--- src/logic/pmbc_regs.svh ---
// register map, field positions, reset values and timing counts of the
// processor-mode and bus configuration block.
// assumes a 32-bit word-addressed bus; every register sits in bits 7:0.
`ifndef PMBC_REGS_SVH
`define PMBC_REGS_SVH

// ==========================================================
// word indexes (byte address is four times the index)
`define PMBC_IDX_MODE_CTRL      3'h0
`define PMBC_IDX_MODE_CTRL_EXT  3'h1
`define PMBC_IDX_PROTECT        3'h2
`define PMBC_IDX_STATUS         3'h3

// ==========================================================
// proc_mode_ctrl fields
`define PMBC_M0_MODE_LO         0
`define PMBC_M0_MODE_HI         1
`define PMBC_M0_STROBE_SEL      2
`define PMBC_M0_SOFT_RESET      3
`define PMBC_M0_BUS_LO          4
`define PMBC_M0_BUS_HI          5
`define PMBC_M0_AW_LOW          6
`define PMBC_M0_CLK_OUT_OFF     7

// proc_mode_ctrl_ext fields
`define PMBC_M1_BLOCK_A         0
`define PMBC_M1_AW_HIGH         1
`define PMBC_M1_WDT_SEL         2
`define PMBC_M1_AREA_EXPAND     3
`define PMBC_M1_INT_WAIT        7
`define PMBC_M1_WRITABLE        8'h8b

// protection_register fields
`define PMBC_PR_UNLOCK          1

// ==========================================================
// reset values
`define PMBC_RST_MODE_CTRL      8'h00
`define PMBC_RST_MODE_CTRL_EXT  8'h08
`define PMBC_RST_PROTECT        8'h00

// ==========================================================
// pin filter length and strap capture delay in clk_sys_i cycles
`define PMBC_SYNC_STAGES        3
`define PMBC_STRAP_SETTLE       2'h3

`endif

--- src/logic/pmbc_pkg.sv ---
// types shared by the processor-mode and bus configuration block.
// assumes the register header is included by whoever needs offsets.
`default_nettype none
package pmbc_pkg;

  // ==========================================================
  // processor modes, encoded as in the mode field
  typedef enum logic [1:0] {
    PMBC_SINGLE_CHIP = 2'h0,
    PMBC_MEM_EXPAND  = 2'h1,
    PMBC_FORBIDDEN   = 2'h2,
    PMBC_MICROPROC   = 2'h3
  } pmbc_mode_t;

  // address bus width, encoded as {addr_width_high_bit, addr_width_low_bit}
  typedef enum logic [1:0] {
    PMBC_AW_20    = 2'h0,
    PMBC_AW_16    = 2'h1,
    PMBC_AW_BAD   = 2'h2,
    PMBC_AW_12    = 2'h3
  } pmbc_aw_t;

  // where a cpu address lands
  typedef enum logic [2:0] {
    PMBC_RG_SFR   = 3'h0,
    PMBC_RG_RAM   = 3'h1,
    PMBC_RG_ROM   = 3'h2,
    PMBC_RG_EXT   = 3'h3,
    PMBC_RG_RSVD  = 3'h4
  } pmbc_region_t;

endpackage

`default_nettype wire

--- src/logic/pmbc_core.sv ---
// processor-mode and external-bus configuration registers with their
// derived pin-function, address-map and wait controls.
// assumes an Avalon-MM master on clk_sys_i, the strap and width pins
// arriving asynchronously, and the secondary reset sources on clk_sys_i.
`timescale 1ns/1ps
`default_nettype none
`include "pmbc_regs.svh"

module pmbc_core (
  // clock and hardware reset
  input  wire logic        clk_sys_i,
  input  wire logic        sys_rst_i,
  // secondary resets, one-cycle pulses on clk_sys_i
  input  wire logic        soft_rst_i,
  input  wire logic        wdt_rst_i,
  input  wire logic        osc_rst_i,
  // avalon-mm slave
  input  wire logic [2:0]  avs_address_i,
  input  wire logic        avs_read_i,
  input  wire logic        avs_write_i,
  input  wire logic [31:0] avs_writedata_i,
  input  wire logic [3:0]  avs_byteenable_i,
  output logic [31:0]      avs_readdata_o,
  output logic             avs_waitrequest_o,
  // pins and neighbouring logic
  input  wire logic        mode_strap_i,
  input  wire logic        byte_width_i,
  input  wire logic        cpu_rewrite_mode_flag_i,
  input  wire logic [19:0] cpu_addr_i,
  input  wire logic        int_access_i,
  input  wire logic        ext_access_i,
  // configuration outputs
  output logic [1:0]       mode_o,
  output logic             bus_pins_en_o,
  output logic [1:0]       bus_mode_o,
  output logic             mux_bus_o,
  output logic             data_8bit_o,
  output logic             mux_addr_shift_o,
  output logic             odd_addr_block_o,
  output logic             cs_area_256_o,
  output logic             p3_p4_gpio_o,
  output logic [1:0]       addr_width_o,
  output logic             addr_valid_o,
  output logic             rom_access_en_o,
  output logic             strobe_sel_o,
  output logic             wdt_reset_sel_o,
  output logic             int_wait_o,
  output logic [2:0]       addr_region_o,
  output logic             cfg_fault_o,
  output logic             sw_reset_req_o
);

  // ==========================================================
  // pin filters
  logic [`PMBC_SYNC_STAGES-1:0] strap_sync_q;
  logic [`PMBC_SYNC_STAGES-1:0] width_sync_q;
  logic                         strap_f_q;
  logic                         width_f_q;

  // three stages; the filtered level moves only when stages two and three agree
  always_ff @(posedge clk_sys_i) begin
    strap_sync_q <= {strap_sync_q[1:0], mode_strap_i};
    width_sync_q <= {width_sync_q[1:0], byte_width_i};
    if (strap_sync_q[1] == strap_sync_q[2]) begin
      strap_f_q <= strap_sync_q[2];
    end
    if (width_sync_q[1] == width_sync_q[2]) begin
      width_f_q <= width_sync_q[2];
    end
  end

  // ==========================================================
  // state
  logic [1:0] settle_q;
  logic       ready_q;
  logic       rom_block_q;
  logic [1:0] mode_q;
  logic [7:2] m0_upper_q;
  logic [7:0] m1_q;
  logic       unlock_q;
  logic       wait_q;
  logic [7:0] rdata_q;
  logic       addr_undef_q;
  logic       int_wait_q;
  logic [2:0] region_q;
  logic       sw_rst_q;

  // ==========================================================
  // bus decode
  wire        soft_any   = soft_rst_i | wdt_rst_i | osc_rst_i;
  wire        req        = (avs_read_i | avs_write_i) & ready_q;
  wire        done       = req & ~wait_q;
  wire        wr_lane    = avs_write_i & avs_byteenable_i[0] & done;
  wire [7:0]  wd         = avs_writedata_i[7:0];
  wire        hit_m0     = avs_address_i == `PMBC_IDX_MODE_CTRL;
  wire        hit_m1     = avs_address_i == `PMBC_IDX_MODE_CTRL_EXT;
  wire        hit_pr     = avs_address_i == `PMBC_IDX_PROTECT;
  wire        hit_st     = avs_address_i == `PMBC_IDX_STATUS;
  wire        wr_m0      = wr_lane & hit_m0 & unlock_q;
  wire        wr_m1      = wr_lane & hit_m1 & unlock_q;
  wire        wr_pr      = wr_lane & hit_pr;
  wire [1:0]  wd_mode    = wd[`PMBC_M0_MODE_HI:`PMBC_M0_MODE_LO];

  // ==========================================================
  // derived configuration
  wire [1:0]  bus_mode   = m0_upper_q[`PMBC_M0_BUS_HI:`PMBC_M0_BUS_LO];
  wire        rewrite    = cpu_rewrite_mode_flag_i;
  wire        block_a    = m1_q[`PMBC_M1_BLOCK_A] | rewrite;
  wire        expand     = m1_q[`PMBC_M1_AREA_EXPAND] | rewrite;
  wire        wait_en    = m1_q[`PMBC_M1_INT_WAIT];
  wire [1:0]  aw_code    = {m1_q[`PMBC_M1_AW_HIGH], m0_upper_q[`PMBC_M0_AW_LOW]};
  wire        is_expand  = mode_q == pmbc_pkg::PMBC_MEM_EXPAND;
  wire        is_uproc   = mode_q == pmbc_pkg::PMBC_MICROPROC;
  wire        bus_on     = is_expand | is_uproc;
  wire        mux_any    = bus_on & (bus_mode != 2'h0);
  wire        mux_full   = is_expand & (bus_mode == 2'h3);
  wire        data8      = width_f_q | mux_full;
  // strap lock, microprocessor mode hides rom too
  wire        rom_en     = ~rom_block_q & ~is_uproc;
  wire        aw_bad     = aw_code == pmbc_pkg::PMBC_AW_BAD;
  wire [7:0]  m0_rd      = {m0_upper_q[7:4], 1'b0, m0_upper_q[2], mode_q};
  wire [7:0]  m1_rd      = (m1_q & `PMBC_M1_WRITABLE) |
                           {4'h0, expand, m1_q[`PMBC_M1_WDT_SEL], 1'b0, block_a};
  wire [7:0]  st_rd      = {aw_bad, rom_block_q, addr_undef_q, data8,
                            mux_any, bus_on, mode_q};
  wire [7:0]  rd_mux     = hit_m0 ? m0_rd :
                           hit_m1 ? m1_rd :
                           hit_pr ? {6'h0, unlock_q, 1'b0} :
                           hit_st ? st_rd : 8'h00;
  wire [2:0]  region     = region_of(cpu_addr_i, expand, rom_en, block_a, bus_on);

  // address map by area expansion bit
  function automatic logic [2:0] region_of(input logic [19:0] a,
                                           input logic        exp,
                                           input logic        rom,
                                           input logic        blka,
                                           input logic        ext);
    logic [2:0] r;
    r = ext ? pmbc_pkg::PMBC_RG_EXT : pmbc_pkg::PMBC_RG_RSVD;
    if (a < 20'h00400) begin
      r = pmbc_pkg::PMBC_RG_SFR;
    end else if (a < 20'h04000) begin
      r = pmbc_pkg::PMBC_RG_RAM;
    end else if (a < 20'h08000) begin
      if (exp) begin
        r = pmbc_pkg::PMBC_RG_RSVD;
      end
    end else if (a >= 20'h0f000 && a <= 20'h0ffff) begin
      if (blka && rom) begin
        r = pmbc_pkg::PMBC_RG_ROM;
      end
    end else if (a >= 20'hd0000) begin
      if (rom) begin
        r = pmbc_pkg::PMBC_RG_ROM;
      end
    end else if (a >= 20'h80000) begin
      if (exp) begin
        r = rom ? pmbc_pkg::PMBC_RG_ROM : pmbc_pkg::PMBC_RG_RSVD;
      end
    end
    return r;
  endfunction

  // ==========================================================
  // strap capture: wait for the filter to settle after hardware reset
  // so the captured level is the one held during reset, not a glitch
  always_ff @(posedge clk_sys_i) begin
    if (sys_rst_i) begin
      settle_q <= 2'h0;
      ready_q  <= 1'b0;
    end else if (!ready_q) begin
      settle_q <= settle_q + 2'h1;
      ready_q  <= settle_q == `PMBC_STRAP_SETTLE;
    end
  end

  always_ff @(posedge clk_sys_i) begin
    if (sys_rst_i) begin
      rom_block_q <= 1'b0;
    end else if (!ready_q && settle_q == `PMBC_STRAP_SETTLE) begin
      rom_block_q <= strap_f_q;
    end
  end

  // ==========================================================
  // mode field: only hardware reset touches it
  // mode kept over soft resets
  always_ff @(posedge clk_sys_i) begin
    if (sys_rst_i) begin
      mode_q <= 2'(`PMBC_RST_MODE_CTRL & 8'h03);
    end else if (!ready_q && settle_q == `PMBC_STRAP_SETTLE) begin
      mode_q <= strap_f_q ? pmbc_pkg::PMBC_MICROPROC : pmbc_pkg::PMBC_SINGLE_CHIP;
    end else if (wr_m0 && wd_mode != pmbc_pkg::PMBC_FORBIDDEN) begin
      mode_q <= wd_mode;
    end
  end

  // remaining control bits fall back on any reset source
  always_ff @(posedge clk_sys_i) begin
    if (sys_rst_i || soft_any) begin
      m0_upper_q <= 6'(`PMBC_RST_MODE_CTRL >> 2);
      m1_q       <= `PMBC_RST_MODE_CTRL_EXT;
      unlock_q   <= 1'(`PMBC_RST_PROTECT >> `PMBC_PR_UNLOCK);
    end else begin
      if (wr_m0) begin
        m0_upper_q <= {wd[7:4], 1'b0, wd[`PMBC_M0_STROBE_SEL]};
      end
      if (wr_m1) begin
        m1_q <= (wd & `PMBC_M1_WRITABLE) | {5'h0, m1_q[`PMBC_M1_WDT_SEL] | wd[`PMBC_M1_WDT_SEL], 2'h0};
      end
      if (wr_pr) begin
        unlock_q <= wd[`PMBC_PR_UNLOCK];
      end
    end
  end

  // ==========================================================
  // bus handshake: waitrequest high until one cycle after a request
  always_ff @(posedge clk_sys_i) begin
    if (sys_rst_i) begin
      wait_q  <= 1'b1;
      rdata_q <= 8'h00;
    end else begin
      wait_q  <= ~(req & wait_q);
      rdata_q <= rd_mux;
    end
  end

  // software reset request pulse on a write of 1 to the reset bit
  always_ff @(posedge clk_sys_i) begin
    if (sys_rst_i) begin
      sw_rst_q <= 1'b0;
    end else begin
      sw_rst_q <= wr_m0 & wd[`PMBC_M0_SOFT_RESET];
    end
  end

  // ==========================================================
  // address undefined after entering expansion from single-chip mode
  always_ff @(posedge clk_sys_i) begin
    if (sys_rst_i) begin
      addr_undef_q <= 1'b0;
    end else if (wr_m0 && mode_q == pmbc_pkg::PMBC_SINGLE_CHIP &&
                 wd_mode == pmbc_pkg::PMBC_MEM_EXPAND) begin
      addr_undef_q <= 1'b1;
    end else if (ext_access_i) begin
      addr_undef_q <= 1'b0;
    end
  end

  always_ff @(posedge clk_sys_i) begin
    if (sys_rst_i) begin
      int_wait_q <= 1'b0;
      region_q   <= pmbc_pkg::PMBC_RG_SFR;
    end else begin
      int_wait_q <= int_access_i & wait_en & ~int_wait_q;
      region_q   <= region;
    end
  end

  // ==========================================================
  // registered outputs
  always_ff @(posedge clk_sys_i) begin
    if (sys_rst_i) begin
      mode_o           <= 2'h0;
      bus_pins_en_o    <= 1'b0;
      bus_mode_o       <= 2'h0;
      mux_bus_o        <= 1'b0;
      data_8bit_o      <= 1'b0;
      mux_addr_shift_o <= 1'b0;
      odd_addr_block_o <= 1'b0;
      cs_area_256_o    <= 1'b0;
      p3_p4_gpio_o     <= 1'b0;
      addr_width_o     <= 2'h0;
      rom_access_en_o  <= 1'b0;
      strobe_sel_o     <= 1'b0;
      wdt_reset_sel_o  <= 1'b0;
      cfg_fault_o      <= 1'b0;
    end else begin
      mode_o           <= mode_q;
      bus_pins_en_o    <= bus_on;
      bus_mode_o       <= bus_mode;
      mux_bus_o        <= mux_any;
      data_8bit_o      <= data8;
      mux_addr_shift_o <= mux_any & ~data8;
      odd_addr_block_o <= mux_any & ~data8;
      cs_area_256_o    <= mux_full;
      p3_p4_gpio_o     <= mux_full;
      addr_width_o     <= aw_code;
      rom_access_en_o  <= rom_en;
      strobe_sel_o     <= m0_upper_q[`PMBC_M0_STROBE_SEL] & ~data8;
      wdt_reset_sel_o  <= m1_q[`PMBC_M1_WDT_SEL];
      cfg_fault_o      <= aw_bad;
    end
  end

  // pass-through of flops that already hold the output value; addr_valid_o is the inverse of addr_undef_q
  assign avs_readdata_o    = {24'h0, rdata_q};
  assign avs_waitrequest_o = wait_q;
  assign addr_valid_o      = ~addr_undef_q;
  assign int_wait_o        = int_wait_q;
  assign addr_region_o     = region_q;
  assign sw_reset_req_o    = sw_rst_q;

endmodule

`default_nettype wire

--- config.mk ---
export PLATFORM = sky130hd
export DESIGN_NAME = pmbc_core
export DESIGN_NICKNAME = d
export VERILOG_FILES = /design/src/logic/pmbc_pkg.sv /design/src/logic/pmbc_core.sv
export VERILOG_INCLUDE_DIRS = /design/src /design/src/logic
export SDC_FILE = /design/constraint.sdc
export NUM_CORES = 1
export LEC_CHECK = 0
export BUFFER_PORTS_ARGS = -buffer_cell sky130_fd_sc_hd__buf_2
export CORE_ASPECT_RATIO = 1.4
export CORE_MARGIN = 2
export CORE_UTILIZATION = 41
export CTS_BUF_LIST = sky130_fd_sc_hd__clkbuf_8 sky130_fd_sc_hd__clkbuf_16
export CTS_CLUSTER_DIAMETER = 30
export CTS_CLUSTER_SIZE = 28
export DETAILED_ROUTE_END_ITERATION = 8
export PLACE_DENSITY = 0.87
export SLEW_MARGIN = 0
export SYNTH_ARGS = -nofsm -noshare
export SYNTH_HDL_FRONTEND = slang
export SYNTH_SLANG_ARGS = --single-unit
--- constraint.sdc ---
create_clock -name clk_sys_i -period 3.4 [get_ports clk_sys_i]
set_input_delay 0.17 -clock clk_sys_i [delete_from_list [all_inputs] [get_ports clk_sys_i]]
set_output_delay 0.17 -clock clk_sys_i [all_outputs]
set_load 0.01 [all_outputs]
==> reports/summary.md <==
The height of the die was 90.7 um. Worst-path cell with the longest stage delay: sky130_fd_sc_hd__dfxtp_1. In the synthesized netlist, mux cells make up 3.63% of the area. The repair_antennas step left the layout with diodes totalling 0.

Of all nets on the critical path, the largest fanout is 15. The routed length per instance was 12.5 um. The count of unresolved DRC violations after routing was 0; the basic-gate share of the synthesized area counting and, or, nand and nor cells was 19.3%. The synthesized design contains 55 register bits. The first global-routing pass estimated 7270 um of wire. For the pin with the worst max-slew slack, the measured transition is 750 ps. The final hold slack is 40.2 ps. The tools report the clock skew after layout as 4.31 ps. Counting both buffers and inverters, the worst setup path holds a total of 0. After detailed routing, the number of vias per cell comes to 4.89. Dividing total power by cell area gives a power density of 478 nW/um^2. The tools report the largest net degree at the start of global routing as 26. The total track usage is 15.6%, and the die extent in x is 66.0 um. The run gives 367 as the post-layout net count.

Setup slack at placement: 1750 ps. The async set-or-reset flop fraction in the synthesized netlist works out to 0%. For this run, the share of the core covered by cells in the final layout is 49.9%.

The row count was 31. The HPWL reported at the end of detailed placement was 3490 um. The type of element launching the critical path is a flop. The number of buffers between clock root and the deepest sink was 2.

Once detail routing completed, the nets flagged for antenna violations numbered 0. For the worst-skew pair, the clock arrives at the later sink with an insertion delay of 310 ps. The effective utilization at floorplan was 42.4%. Number of fill cells: 515. Ratio of cells with drive above 1 in the final layout: 25.3%. The sequential fraction of the synthesis area is 50.9%, and the floorplan die area is 5980 um^2. Dividing the synthesized area by the synthesized cell count gives 9.46 um^2. The final layout contains routed wiring with a total length of 4530 um. The fraction of synthesized cell area in xor and xnor cells was 1.19%; the final setup violation count was 0.

The root buffer cell chosen for the clock tree is sky130_fd_sc_hd__clkbuf_8. The critical path crosses 4 cells after its start point. Total CTS buffers: 5. The gate family responsible for the most delay along the worst path was compound AO/OA/AOI/OAI gates. The setup slack of the critical path after layout was 1760 ps.

In this run the number of H-tree levels came out at 2. In this run the tightest slew margin relative to its limit is 49.5%. The number of different library cells used by synthesis comes to 51. Setup repair after global routing left no endpoint under its margin.

The number of buffers inserted to repair setup after CTS was 0. The number of global-route vias before repair is 1672. The layout overhead on the synthesized area came out at 17.8%. The path class of the tightest hold or removal check is input port to flop.

Counting instances, the worst hold path has a depth of 2. The critical path data required time came out at 3590 ps. Clock tree synthesis found a total of 55 sinks. The worst reg2reg path depth was 4. Among all flip-flop cells after synthesis, the most frequent one is sky130_fd_sc_hd__dfxtp_1. During synthesis, Yosys emitted a total of 0 warnings.

The number of DRC markers in iteration 0 was 159. Routability-driven placement finished with a final weighted congestion of 0.840. Register clock-pin slew on the reported worst setup and hold paths: 90 ps. TritonCTS built the clock tree.

In this run the standard cell core region covers 5200 um^2. The total grt overflow came out at 0. Pin placement for this block handled 127 I/O pins. Summing over every cut layer, the via total after detailed routing is 1771. In this run the cell area of the synthesized design comes to 2200 um^2. The run gives 608 MHz as the top achievable clock speed. By area, the combinational part of the netlist is dominated by simple AND/OR/NAND/NOR gates. The category of the most critical setup path was flop to flop. In this run the tool buffered the top-level ports with 65 buffer cells. The instance count of the mapped netlist was 233; the complex-gate fraction of the synthesized area was 12.0%. Max-cap violations in this run came to 0. The signal on the critical path passes through a21oi_1 -> o311ai_0 -> nand3b_1 -> a2111oi_0.

The worst setup path is captured at a flop. Final number of max-transition violations: 0. In this run, synthesis inferred 2 flip-flops with an integrated enable. The final worst-path cycle share came out at 48.3%. Summing the areas of all fa, ha and maj instances in the mapped netlist gives 0.568% of the synthesized area. The analysis attributes to cell leakage a power of 0.00117 uW. The final total negative setup slack is 0 ps, and the final standard cell count with taps included and fillers excluded is 362. The smallest clock period supported by the final layout is computed as 1640 ps. The flow ran to the end, and the final reports show no timing, DRC or antenna violations. The run gives 0 as the number of antenna violations at the first check in global routing.

The largest single stage delay on the critical path is 640 ps. The worst-case IR drop observed on VDD is 0.167 mV. For the number of hold violations in the final report, the log shows 0.

The number of iterations in the first detailed-routing pass was 4; the number of instances in the placed design was 352. STA puts the critical path data arrival time at 1830 ps.
-- worst reg2reg max path, cell delays in order (launching register included) --
cell                        delay [ps]
sky130_fd_sc_hd__dfxtp_1           640
sky130_fd_sc_hd__a21oi_1           160
sky130_fd_sc_hd__o311ai_0          170
sky130_fd_sc_hd__nand3b_1          130
sky130_fd_sc_hd__a2111oi_0         420
-- sequential cells by signal, summed over array words and instances (netlist names), 2 cells and up --
name	count
addr_region_o	3
addr_width_o	2
bus_mode_o	2
m0_upper_q	5
m1_q	5
mode_o	2
mode_q	2
rdata_q	8
settle_q	2
strap_sync_q	3
width_sync_q	3
-- synthesized netlist by cell type (all sizes together), types with 3 or more instances --
master / number / share of area (%)
a22oi: 4 / 1.4
dfxtp: 53 / 48
nor2: 30 / 5.1
nor2b: 12 / 3.4
nand2: 17 / 2.9
mux2i: 8 / 3.6
inv: 7 / 1.2
o21ai: 7 / 1.6
buf: 30 / 10
clkbuf: 5 / 0.85
a21oi: 11 / 2.5
nor3: 3 / 0.68
-- cells by family after synthesis --
family | after synthesis
simple gates | 83
flops | 55
buf+inv | 42
compound gates | 40
mux | 8
xor+xnor | 3
fa+ha+maj | 1
other cells | 1
-- stage by stage --
stage,total power [uW],instance area [um^2]
after floorplan,794,2290
after global placement,811,2450
after detailed placement,818,2450
after CTS,1250,2590
after global routing,1290,2590
final,1240,2590
-- area by class of cell --
class / instances / area [um^2] / share of cell area [%]
Inverter: 7 / 26.3 / 1.01
Tap cell: 66 / 82.6 / 3.18
Clock buffer: 7 / 119 / 4.58
Clock inverter: 1 / 3.75 / 0.145
Timing Repair Buffer: 67 / 345 / 13.3
Sequential cell: 55 / 1120 / 43.2
Multi-Input combinational cell: 159 / 897 / 34.6
-- path summary, 6_finish.rpt --
path | from | end | slack [ps]
max reg2reg | mode_q[0] | addr_region_o[0] | 1760
min reg2reg | width_sync_q[0] | width_sync_q[1] | 340
min | avs_read_i | avs_waitrequest_o | 40
max | mode_q[0] | addr_region_o[0] | 1760
-- where the power goes --
group,total [uW],switching (uW),internal (uW)
Sequential,692,20.4,672
Combinational,113,64.5,48.3
Clock,435,203,232
Total,1240,288,952
-- timing repair --
item / CTS / global route
resized for setup: 0 / 0
hold buffers: 2 / 0
hold endpoints to repair: 2 / 0
-- placed cells by master, fill, tap and decap left out, drive strengths merged, types with 3 or more instances in the layout --
master,Yosys,layout
buf,30,65
dfxtp,53,53
nor2,30,30
conb,1,24
nand2,17,17
nor2b,12,12
a21oi,11,11
inv,7,8
mux2i,8,8
o21ai,7,7
clkbuf,5,7
a22oi,4,4
nor3,3,3
-- routing by layer --
metal  vias to the layer above  track usage (%)  wire (um)
met3                         9             4.36        395
met5                         -                0          0
met4                         0             6.46         93
met2                        89             27.3       2260
li1                        865                -          -
met1                       808             17.3       1780
Power figures use the tool's default switching activity.
